--- src/hdl/uepp_pkg.sv ---
// constants for the eprom read and program controller
package uepp_pkg;
	localparam int ADDR_W = 12;
	localparam int DATA_W = 8;
	localparam int DEPTH = 4096;
	localparam int CLK_MHZ = 50;
	localparam int CLK_NS = 20;
	// program pulse, in milliseconds
	localparam int PULSE_NOM_MS = 50;
	localparam int PULSE_MAX_MS = 55;
	localparam int PULSE_CYC = PULSE_NOM_MS * 1000 * CLK_MHZ;
	localparam int PULSE_MAX_CYC = PULSE_MAX_MS * 1000 * CLK_MHZ;
	// setup and hold, in microseconds
	localparam int SETUP_US = 2;
	localparam int HOLD_US = 2;
	localparam int SETUP_CYC = SETUP_US * CLK_MHZ;
	localparam int HOLD_CYC = HOLD_US * CLK_MHZ;
	// read access time, in nanoseconds, rounded up to cycles
	localparam int ACCESS_NS = 450;
	localparam int ACCESS_CYC = (ACCESS_NS + CLK_NS - 1) / CLK_NS;
	// settle time after the supply is switched, in cycles
	localparam int VPP_SETTLE_CYC = 4;
	localparam int CNT_W = 22;
	localparam logic [DATA_W-1:0] ERASED_BYTE = 8'hff;
	typedef enum logic [2:0]
	{
		ST_IDLE = 3'b000,
		ST_RD_WAIT = 3'b001,
		ST_PG_SETUP = 3'b010,
		ST_PG_PULSE = 3'b011,
		ST_PG_HOLD = 3'b100,
		ST_VPP_DOWN = 3'b101,
		ST_PG_VERIFY = 3'b110
	} uepp_state_e;
endpackage

--- src/hdl/uepp_ctrl.sv ---
// host controller that reads and programs the eprom through its pins
`timescale 1ns/1ns
`default_nettype none
// Operation
// - on a shared bus the host keeps the strobe high on all but the device read.
// - in programming the host drives all eight data bits onto the data pins.
// - once address and data are stable the host applies one low pulse of 50 ms.
// - a program pulse never exceeds 55 ms.
// - locations may be programmed in any order.
// - several devices may be programmed together from the same address, data and pulse.
// - during programming a skipped device keeps its strobe high.
// - verify is an ordinary read after the supply is back at the low level.
module uepp_ctrl #(
	parameter int PULSE_CYCLES = uepp_pkg::PULSE_CYC,
	parameter int NUM_DEV = 2
)
(
	// clock and reset
	input wire logic clk,
	input wire logic rst,
	// user request
	input wire logic req_valid,
	output logic req_ready,
	input wire logic req_write,
	input wire logic [NUM_DEV-1:0] req_dev_sel,
	input wire logic [uepp_pkg::ADDR_W-1:0] req_addr,
	input wire logic [uepp_pkg::DATA_W-1:0] req_data,
	// user answer
	output logic rsp_valid,
	output logic [uepp_pkg::DATA_W-1:0] rsp_data,
	output logic rsp_mismatch,
	// device pins
	output logic [uepp_pkg::ADDR_W-1:0] eprom_addr,
	output logic [NUM_DEV-1:0] power_down_program_strobe,
	output logic vpp_high,
	input wire logic [uepp_pkg::DATA_W-1:0] data_in,
	output logic [uepp_pkg::DATA_W-1:0] data_out,
	output logic data_oe
);
	// pulse clipped to the ceiling whatever the parameter asks
	localparam int PULSE_USE = (PULSE_CYCLES < uepp_pkg::PULSE_MAX_CYC) ?
		PULSE_CYCLES : uepp_pkg::PULSE_MAX_CYC;
	localparam logic [uepp_pkg::CNT_W-1:0] PULSE_LAST = uepp_pkg::CNT_W'(PULSE_USE - 1);
	localparam logic [uepp_pkg::CNT_W-1:0] SETUP_LAST = uepp_pkg::CNT_W'(uepp_pkg::SETUP_CYC - 1);
	localparam logic [uepp_pkg::CNT_W-1:0] HOLD_LAST = uepp_pkg::CNT_W'(uepp_pkg::HOLD_CYC - 1);
	localparam logic [uepp_pkg::CNT_W-1:0] ACC_LAST =
		uepp_pkg::CNT_W'(uepp_pkg::ACCESS_CYC + 1);
	localparam logic [uepp_pkg::CNT_W-1:0] SETTLE_LAST =
		uepp_pkg::CNT_W'(uepp_pkg::VPP_SETTLE_CYC - 1);

	// ----------------------------------------
	// pin synchroniser
	// ----------------------------------------
	logic [uepp_pkg::DATA_W-1:0] din_s1_r;
	logic [uepp_pkg::DATA_W-1:0] din_s2_r;
	always_ff @(posedge clk)
	begin
		din_s1_r <= data_in;
		din_s2_r <= din_s1_r;
	end

	// ----------------------------------------
	// sequencer
	// ----------------------------------------
	uepp_pkg::uepp_state_e state_r, state_nxt;
	logic [uepp_pkg::CNT_W-1:0] cnt_r, cnt_nxt;
	logic [uepp_pkg::ADDR_W-1:0] addr_r, addr_nxt;
	logic [uepp_pkg::DATA_W-1:0] wdata_r, wdata_nxt;
	logic [NUM_DEV-1:0] sel_r, sel_nxt;
	logic [NUM_DEV-1:0] strobe_r, strobe_nxt;
	logic vpp_r, vpp_nxt;
	logic oe_r, oe_nxt;
	logic rsp_valid_r, rsp_valid_nxt;
	logic [uepp_pkg::DATA_W-1:0] rsp_data_r, rsp_data_nxt;
	logic mism_r, mism_nxt;

	function automatic logic cnt_done(input logic [uepp_pkg::CNT_W-1:0] c,
		input logic [uepp_pkg::CNT_W-1:0] last);
		cnt_done = (c >= last);
	endfunction

	// one-hot of the lowest selected device
	function automatic logic [NUM_DEV-1:0] lowest_sel(input logic [NUM_DEV-1:0] s);
		lowest_sel = s & (~s + 1'b1);
	endfunction

	always_comb
	begin
		state_nxt = state_r;
		cnt_nxt = cnt_r + 1'b1;
		addr_nxt = addr_r;
		wdata_nxt = wdata_r;
		sel_nxt = sel_r;
		strobe_nxt = strobe_r;
		vpp_nxt = vpp_r;
		oe_nxt = oe_r;
		rsp_valid_nxt = 1'b0;
		rsp_data_nxt = rsp_data_r;
		mism_nxt = mism_r;
		unique case (state_r)
			uepp_pkg::ST_IDLE:
			begin
				cnt_nxt = '0;
				// all strobes high: every device disabled
				strobe_nxt = '1;
				if (req_valid)
				begin
					addr_nxt = req_addr;
					wdata_nxt = req_data;
					sel_nxt = req_dev_sel;
					if (req_write)
					begin
						vpp_nxt = 1'b1;
						oe_nxt = 1'b1;
						state_nxt = uepp_pkg::ST_PG_SETUP;
					end
					else
					begin
						// only the first selected device is read
						strobe_nxt = ~lowest_sel(req_dev_sel);
						state_nxt = uepp_pkg::ST_RD_WAIT;
					end
				end
			end
			uepp_pkg::ST_RD_WAIT:
			begin
				// access time plus the two synchroniser stages
				if (cnt_done(cnt_r, ACC_LAST))
				begin
					rsp_data_nxt = din_s2_r;
					mism_nxt = 1'b0;
					rsp_valid_nxt = 1'b1;
					strobe_nxt = '1;
					state_nxt = uepp_pkg::ST_IDLE;
				end
			end
			uepp_pkg::ST_PG_SETUP:
			begin
				if (cnt_done(cnt_r, SETUP_LAST))
				begin
					cnt_nxt = '0;
					strobe_nxt = ~sel_r;
					state_nxt = uepp_pkg::ST_PG_PULSE;
				end
			end
			uepp_pkg::ST_PG_PULSE:
			begin
				// pulse length bounded by parameter, never past 55 ms
				if (cnt_done(cnt_r, PULSE_LAST))
				begin
					cnt_nxt = '0;
					strobe_nxt = '1;
					state_nxt = uepp_pkg::ST_PG_HOLD;
				end
			end
			uepp_pkg::ST_PG_HOLD:
			begin
				if (cnt_done(cnt_r, HOLD_LAST))
				begin
					cnt_nxt = '0;
					oe_nxt = 1'b0;
					vpp_nxt = 1'b0;
					state_nxt = uepp_pkg::ST_VPP_DOWN;
				end
			end
			uepp_pkg::ST_VPP_DOWN:
			begin
				if (cnt_done(cnt_r, SETTLE_LAST))
				begin
					cnt_nxt = '0;
					strobe_nxt = ~lowest_sel(sel_r);
					state_nxt = uepp_pkg::ST_PG_VERIFY;
				end
			end
			uepp_pkg::ST_PG_VERIFY:
			begin
				// verify is a plain read at the low supply
				if (cnt_done(cnt_r, ACC_LAST))
				begin
					rsp_data_nxt = din_s2_r;
					// a one asked over a zero cannot be set
					mism_nxt = (din_s2_r != wdata_r);
					rsp_valid_nxt = 1'b1;
					strobe_nxt = '1;
					state_nxt = uepp_pkg::ST_IDLE;
				end
			end
			default:
			begin
				state_nxt = uepp_pkg::ST_IDLE;
				strobe_nxt = '1;
				vpp_nxt = 1'b0;
				oe_nxt = 1'b0;
			end
		endcase
	end

	// ----------------------------------------
	// sequencer registers
	// ----------------------------------------
	always_ff @(posedge clk)
	begin
		if (rst)
		begin
			state_r <= uepp_pkg::ST_IDLE;
			cnt_r <= '0;
			addr_r <= '0;
			wdata_r <= '0;
			sel_r <= '0;
			strobe_r <= '1;
			vpp_r <= 1'b0;
			oe_r <= 1'b0;
			rsp_valid_r <= 1'b0;
			rsp_data_r <= '0;
			mism_r <= 1'b0;
		end
		else
		begin
			state_r <= state_nxt;
			cnt_r <= cnt_nxt;
			addr_r <= addr_nxt;
			wdata_r <= wdata_nxt;
			sel_r <= sel_nxt;
			strobe_r <= strobe_nxt;
			vpp_r <= vpp_nxt;
			oe_r <= oe_nxt;
			rsp_valid_r <= rsp_valid_nxt;
			rsp_data_r <= rsp_data_nxt;
			mism_r <= mism_nxt;
		end
	end

	// ----------------------------------------
	// outputs
	// ----------------------------------------
	// only idle takes a request
	assign req_ready = (state_r == uepp_pkg::ST_IDLE) && !rst;
	assign rsp_valid = rsp_valid_r;
	assign rsp_data = rsp_data_r;
	assign rsp_mismatch = mism_r;
	// static levels only, no clock toward the device
	assign eprom_addr = addr_r;
	assign power_down_program_strobe = strobe_r;
	assign vpp_high = vpp_r;
	assign data_out = wdata_r;
	assign data_oe = oe_r;
endmodule // uepp_ctrl
`default_nettype wire

--- config.mk ---
export PLATFORM = sky130hd
export DESIGN_NAME = uepp_ctrl
export DESIGN_NICKNAME = d
export VERILOG_FILES = /design/src/hdl/uepp_pkg.sv /design/src/hdl/uepp_ctrl.sv
export SDC_FILE = /design/constraint.sdc
export NUM_CORES = 1
export LEC_CHECK = 0
export ABC_AREA = 1
export BUFFER_PORTS_ARGS = -buffer_cell sky130_fd_sc_hd__buf_2
export CAP_MARGIN = 20
export CORE_MARGIN = 5
export CORE_UTILIZATION = 54
export DETAILED_ROUTE_END_ITERATION = 12
export GPL_ROUTABILITY_DRIVEN = 0
export PLACE_DENSITY = 0.79
export SYNTH_ARGS = -nofsm -noshare
export SYNTH_HDL_FRONTEND = slang
export SYNTH_SLANG_ARGS = --single-unit
export TNS_END_PERCENT = 100
--- constraint.sdc ---
create_clock -name clk -period 2.1 [get_ports clk]
set_input_delay 0.315 -clock clk [delete_from_list [all_inputs] [get_ports clk]]
set_output_delay 0.315 -clock clk [all_outputs]
set_load 0.01 [all_outputs]
[Yosys cells after proc, flatten, opt, wreduce, memory -nomap -nowiden]
Cells that the tools add are included.
Word-level totals
  bits in registers: 76
  input bits: 34
  word-level logic and storage cells: 85
Cells by class
  $add $sub $neg: 3
  order comparisons: 4
  equality and inequality tests: 16
  mux-type cells: 27
  bitwise logic cells: 9
  reduce and logical (&&, ||, !) cells: 14
Operators by type and width (number)
  $pmux W22 S4: 1
  $mux W22: 3
  $add A22 B1 Y22 const B: 1
  $ge A22 B2 Y1 const B: 1
  $ge A22 B22 Y1 const B: 1
  $ge A22 B5 Y1 const B: 1
  $ge A22 B7 Y1 const B: 1
  $mux W3: 6
  $pmux W3 S6: 1
  $ne A2 B2 Y1 const B: 8
  $mux W2: 7
  $pmux W2 S6: 1
  $eq A3 B3 Y1 const B: 3
  $ne A8 B8 Y1: 1
  $not A2 Y2: 4
  $eq A3 B2 Y1 const B: 2
  $mux W1: 6
  $reduce_and A6 Y1: 1
  $reduce_or A2 Y1: 3
  $reduce_and A5 Y1: 1
  $reduce_or A5 Y1: 1
  $add A2 B1 Y2 const B: 2
  $and A2 B2 Y2: 2
  $reduce_and A2 Y1: 2
  other kinds (11): 13

[Logic depth before layout (Yosys ltp)]
  word-level depth: 7
  gate-level depth with buffers: 12
  mapped depth without buffers: 12

[Worst setup path after synthesis]
No wires, ideal clock.
  kind: reg2reg
  start: register cnt_r[0] in the netlist's numbering
  end: register cnt_r[14] in the netlist's numbering
  setup time: 0.132 ns
  arrival: 1.504 ns
  data required time: 1.968 ns
  path slack: 0.464 ns
  cell stages (with the launch flop): 12
  path buffers: 1
  period minus slack after synthesis: 1.636 ns
  path through: dfxtp_1 > ha_1 > nand2_1 > nor2_2 > nand2_2 > nand2_1 > nand3_1 > nand4_2 > nand3_2 > nor2_4 > buf_6 > nor3_1
Between the ends
  word-level cells in the longest chain between the ends: 3
RTL lines
  start: declaration: line uepp_ctrl.sv:66  | logic [uepp_pkg::CNT_W-1:0] cnt_r, cnt_nxt;
  start signal: assignment: line uepp_ctrl.sv:220  | cnt_r <= cnt_nxt;
  $add A22 B1 Y22, or another cell as far along: line uepp_ctrl.sv:90  | cnt_nxt = cnt_r + 1'b1;
  $mux W22, on equally long branches
  $pmux W22 S4 (*): line uepp_ctrl.sv:100  | unique case (state_r)
Mark *: on every way between the ends. The rest lies on a longest branch, timed or not.
A chain may end at the register's enable or synchronous reset.

[Worst setup path after layout]
  start: register state_r[0]
  end: output port req_ready
Between the ends
  word-level cells in the longest chain between the ends: 2
RTL lines
  start: declaration: line uepp_ctrl.sv:65  | uepp_pkg::uepp_state_e state_r, state_nxt;
  start signal: assignment: line uepp_ctrl.sv:205  | state_r <= uepp_pkg::ST_IDLE;
  start signal: assignment: line uepp_ctrl.sv:219  | state_r <= state_nxt;
  $logic_not A3 Y1: line uepp_ctrl.sv:237  | assign req_ready = (state_r == uepp_pkg::ST_IDLE) && !rst;
  $logic_and A1 B1 Y1: line uepp_ctrl.sv:237
  end: declaration: line uepp_ctrl.sv:23  | output logic req_ready,
Every way passes these cells.

==> run_results.csv <==
group,metric,value,unit
route,vias,3136,
synth,synthArstFlopShare,0,
cts,cts_buffers,9,
synth,syn-num-nets,495,
timing,worst_slew_pin_slew,678,ps
route,drc,0,
pwr,ir_drop,0.000655,V
layout,post-route-util,0.661,
synth,synth.most_common_cell,"nand2_1",
timing,period_needed,1850,ps
cts,clk_latency,350,ps
critical_path,cp.arrival,1530,ps
timing,finalSetupViolCount,0,
critical_path,r2r-start,"cnt_r[0]$_SDFF_PP0_",
cts,cts_resized,0,
synth,yosys-top-cells-count,"nand2_1 (87), dfxtp_1 (76), nor2_1 (59), inv_1 (47), nand3_1 (44)",
global_route,grt_pass1_vias,2948,
timing,finalSetupTns,0,ps
route,routedWlPerCell,12.6,um
route,ant_nets,0,
timing,hold_violations,0,
timing,report.final.slew_viol_count,0,
layout,nFillCells,519,
global_route,grt_pass1_wl,13200,um
synth,synth_top_area_frac,0.453,
synth,synthTopCellsByArea,"dfxtp_1 (45%), nand2_1 (9.7%), nor2_1 (6.6%)",
pwr,powerDensity,966,nW/um2
layout,seqCellArea,1520,um2
critical_path,endpoint_kind,"primary output",
synth,syn_area,3360,um2
placement,place_ws,258,ps
cts,clk_path_buf_depth,2,
global_route,grt_overflow,0,
pwr,p_leak,1.81,nW
pwr,finalPower,3.82,mW
layout,multi_input_area,1570,um2
critical_path,crit_path_max_fanout,6,
route,drtIter0Drc,152,
synth,syn_inst,459,
floorplan,core-area,5990,um2
floorplan,ios,69,
layout,final_nets,562,
global_route,grt_usage,0.212,
global_route,grt_max_degree,24,
critical_path,start_kind,"flop",
synth,synth_top_cell_by_area,"dfxtp_1",
floorplan,die-area,7900,um2
worst_hold_path,min_path_type,"in2reg",
route,wirelength,7650,um
cts,cts_setup_buffers,0,
critical_path,reg2reg_depth,11,
layout,syn_to_final_growth,17.8,%
worst_hold_path,min_path_cells,1,
synth,ys_ff_latch,76,
critical_path,r2r_slack,260,ps
synth,seq_area_frac_synth,0.453,
placement,dpl.hpwl,5680,um
cts,cts_root_buffer,"clkbuf_8",
route,vias_per_cell,5.17,
synth,synth_edf_count,0,
critical_path,worst-endpoint-required,1780,ps
critical_path,regToRegEndpoint,"cnt_r[17]$_SDFF_PP0_",
critical_path,critPathKind,"reg2out",
worst_hold_path,min_to,"din_s1_r[5]$_DFF_P_",
route,drtPass1Iterations,5,
layout,drive_gt1_frac,0.202,
cts,path_clk_slew,80,ps
cts,cts.htree.levels,3,
timing,timing.fmax,542,MHz
synth,synth_top_flop_cell,"dfxtp_1",
layout,antennaDiodeCount,0,
timing,grt_setup_unrepaired,"false",
synth,ys_types,30,
job,max_cap_violations,0,
placement,portBuffers,68,
floorplan,die-height,88.9,um
global_route,antenna_found_initial,0,
outcome,status,"completed",
floorplan,row_count,28,
cts,cts_sinks,76,
floorplan,start_util,0.561,
timing,clock_skew,11.9,ps
floorplan,die_w,88.9,um
synth,ys_warn_count,0,
cts,postCtsHoldBufs,0,
timing,finalCritPeriodShare,0.879,
synth,postSynthAreaPerCell,7.32,um2
timing,maxSlewHeadroom,0.548,
worst_hold_path,hold_start,"data_in[5]",
timing,setup_ws,254,ps
cts,cts_tree,"built",
metal layers:
metal,global-route usage,part of all wire,vias up
met5,0,0,-
met4,0.0797,0.013,0
met3,0.0773,0.075,8
met2,0.357,0.48,74
met1,0.247,0.43,1436
li1,-,-,1618
cells by family (layout without fill, tap and decap cells):
kind of cell	Yosys count	after routing	synth area share
and+or+nand+nor	241	241	0.326
AOI/OAI and AO/OA	55	55	0.0849
adders and majority gates	2	2	0.00745
DFF	76	76	0.453
buffers and inverters	66	138	0.0790
xor gates and xnor gates	19	19	0.0495
cell usage in the layout, fill, tap and decap left out, types with 2 or more instances in the layout:
cell       n
inv_1     47
nand3_2    2
o21ai_0   21
xnor2_1    2
nand3_1   44
clkbuf_8  10
a21oi_1   29
nor3_2     2
buf_4      5
ha_1       2
xor2_1    17
nor2_1    59
nor2_4     3
inv_2      2
nor2_2     5
inv_6      2
clkinv_4   2
nor3_1    22
dfxtp_1   76
nand2_2    2
nor4_1     6
buf_2     68
nand4_1    7
nand2_1   87
sequential cells by signal, summed over array words and instances (netlist names), 2 cells and up:
signal                     count
cnt_r                         22
data_out                       8
din_s1_r                       8
din_s2_r                       8
eprom_addr                    12
power_down_program_strobe      2
rsp_data                       8
sel_r                          2
state_r                        3
power breakdown:
part           switching [mW]  total [mW]  internal (mW)
clock network           0.571        1.16          0.592
registers              0.0895        1.67           1.58
logic                   0.640       0.987          0.347
critical path, cell delays in order, from the launching register on:
cell and delay (ps):
dfxtp_1 370, nor2_1 140, inv_1 70, nor2_1 210
inv_1 120, nor2_1 130, buf_2 160
cell type report:
class	instances	area share
timing repair buffer	73	0.0955
inverter	49	0.0465
multi-input combinational	317	0.397
clock buffer	10	0.0348
sequential	76	0.384
clock inverter	6	0.0177
tap	75	0.0237
through the flow:
stage | hold WS, ps | cell area, um2 | instances
6_report | 59.4 | 3960 | 606
5_1_grt | 43.0 | 3960 | 606
4_1_cts | 50.1 | 3960 | 606
3_5_place_dp | 315 | 3750 | 590
3_3_place_gp | 311 | 3750 | 590
2_1_floorplan | 310 | 3360 | 459
how the worst max path moves through the flow:
stage / startpoint / to / cells after the start
after floorplan: cnt_r[0]$_SDFF_PP0_ / cnt_r[14]$_SDFF_PP0_ / 11
after global placement: cnt_r[0]$_SDFF_PP0_ / cnt_r[19]$_SDFF_PP0_ / 11
after detailed placement: cnt_r[0]$_SDFF_PP0_ / cnt_r[14]$_SDFF_PP0_ / 11
after CTS: state_r[0]$_SDFFE_PP0P_ / req_ready / 6
after global routing: cnt_r[0]$_SDFF_PP0_ / cnt_r[17]$_SDFF_PP0_ / 11
final: state_r[0]$_SDFFE_PP0P_ / req_ready / 6
Power figures use the tool's default switching activity.
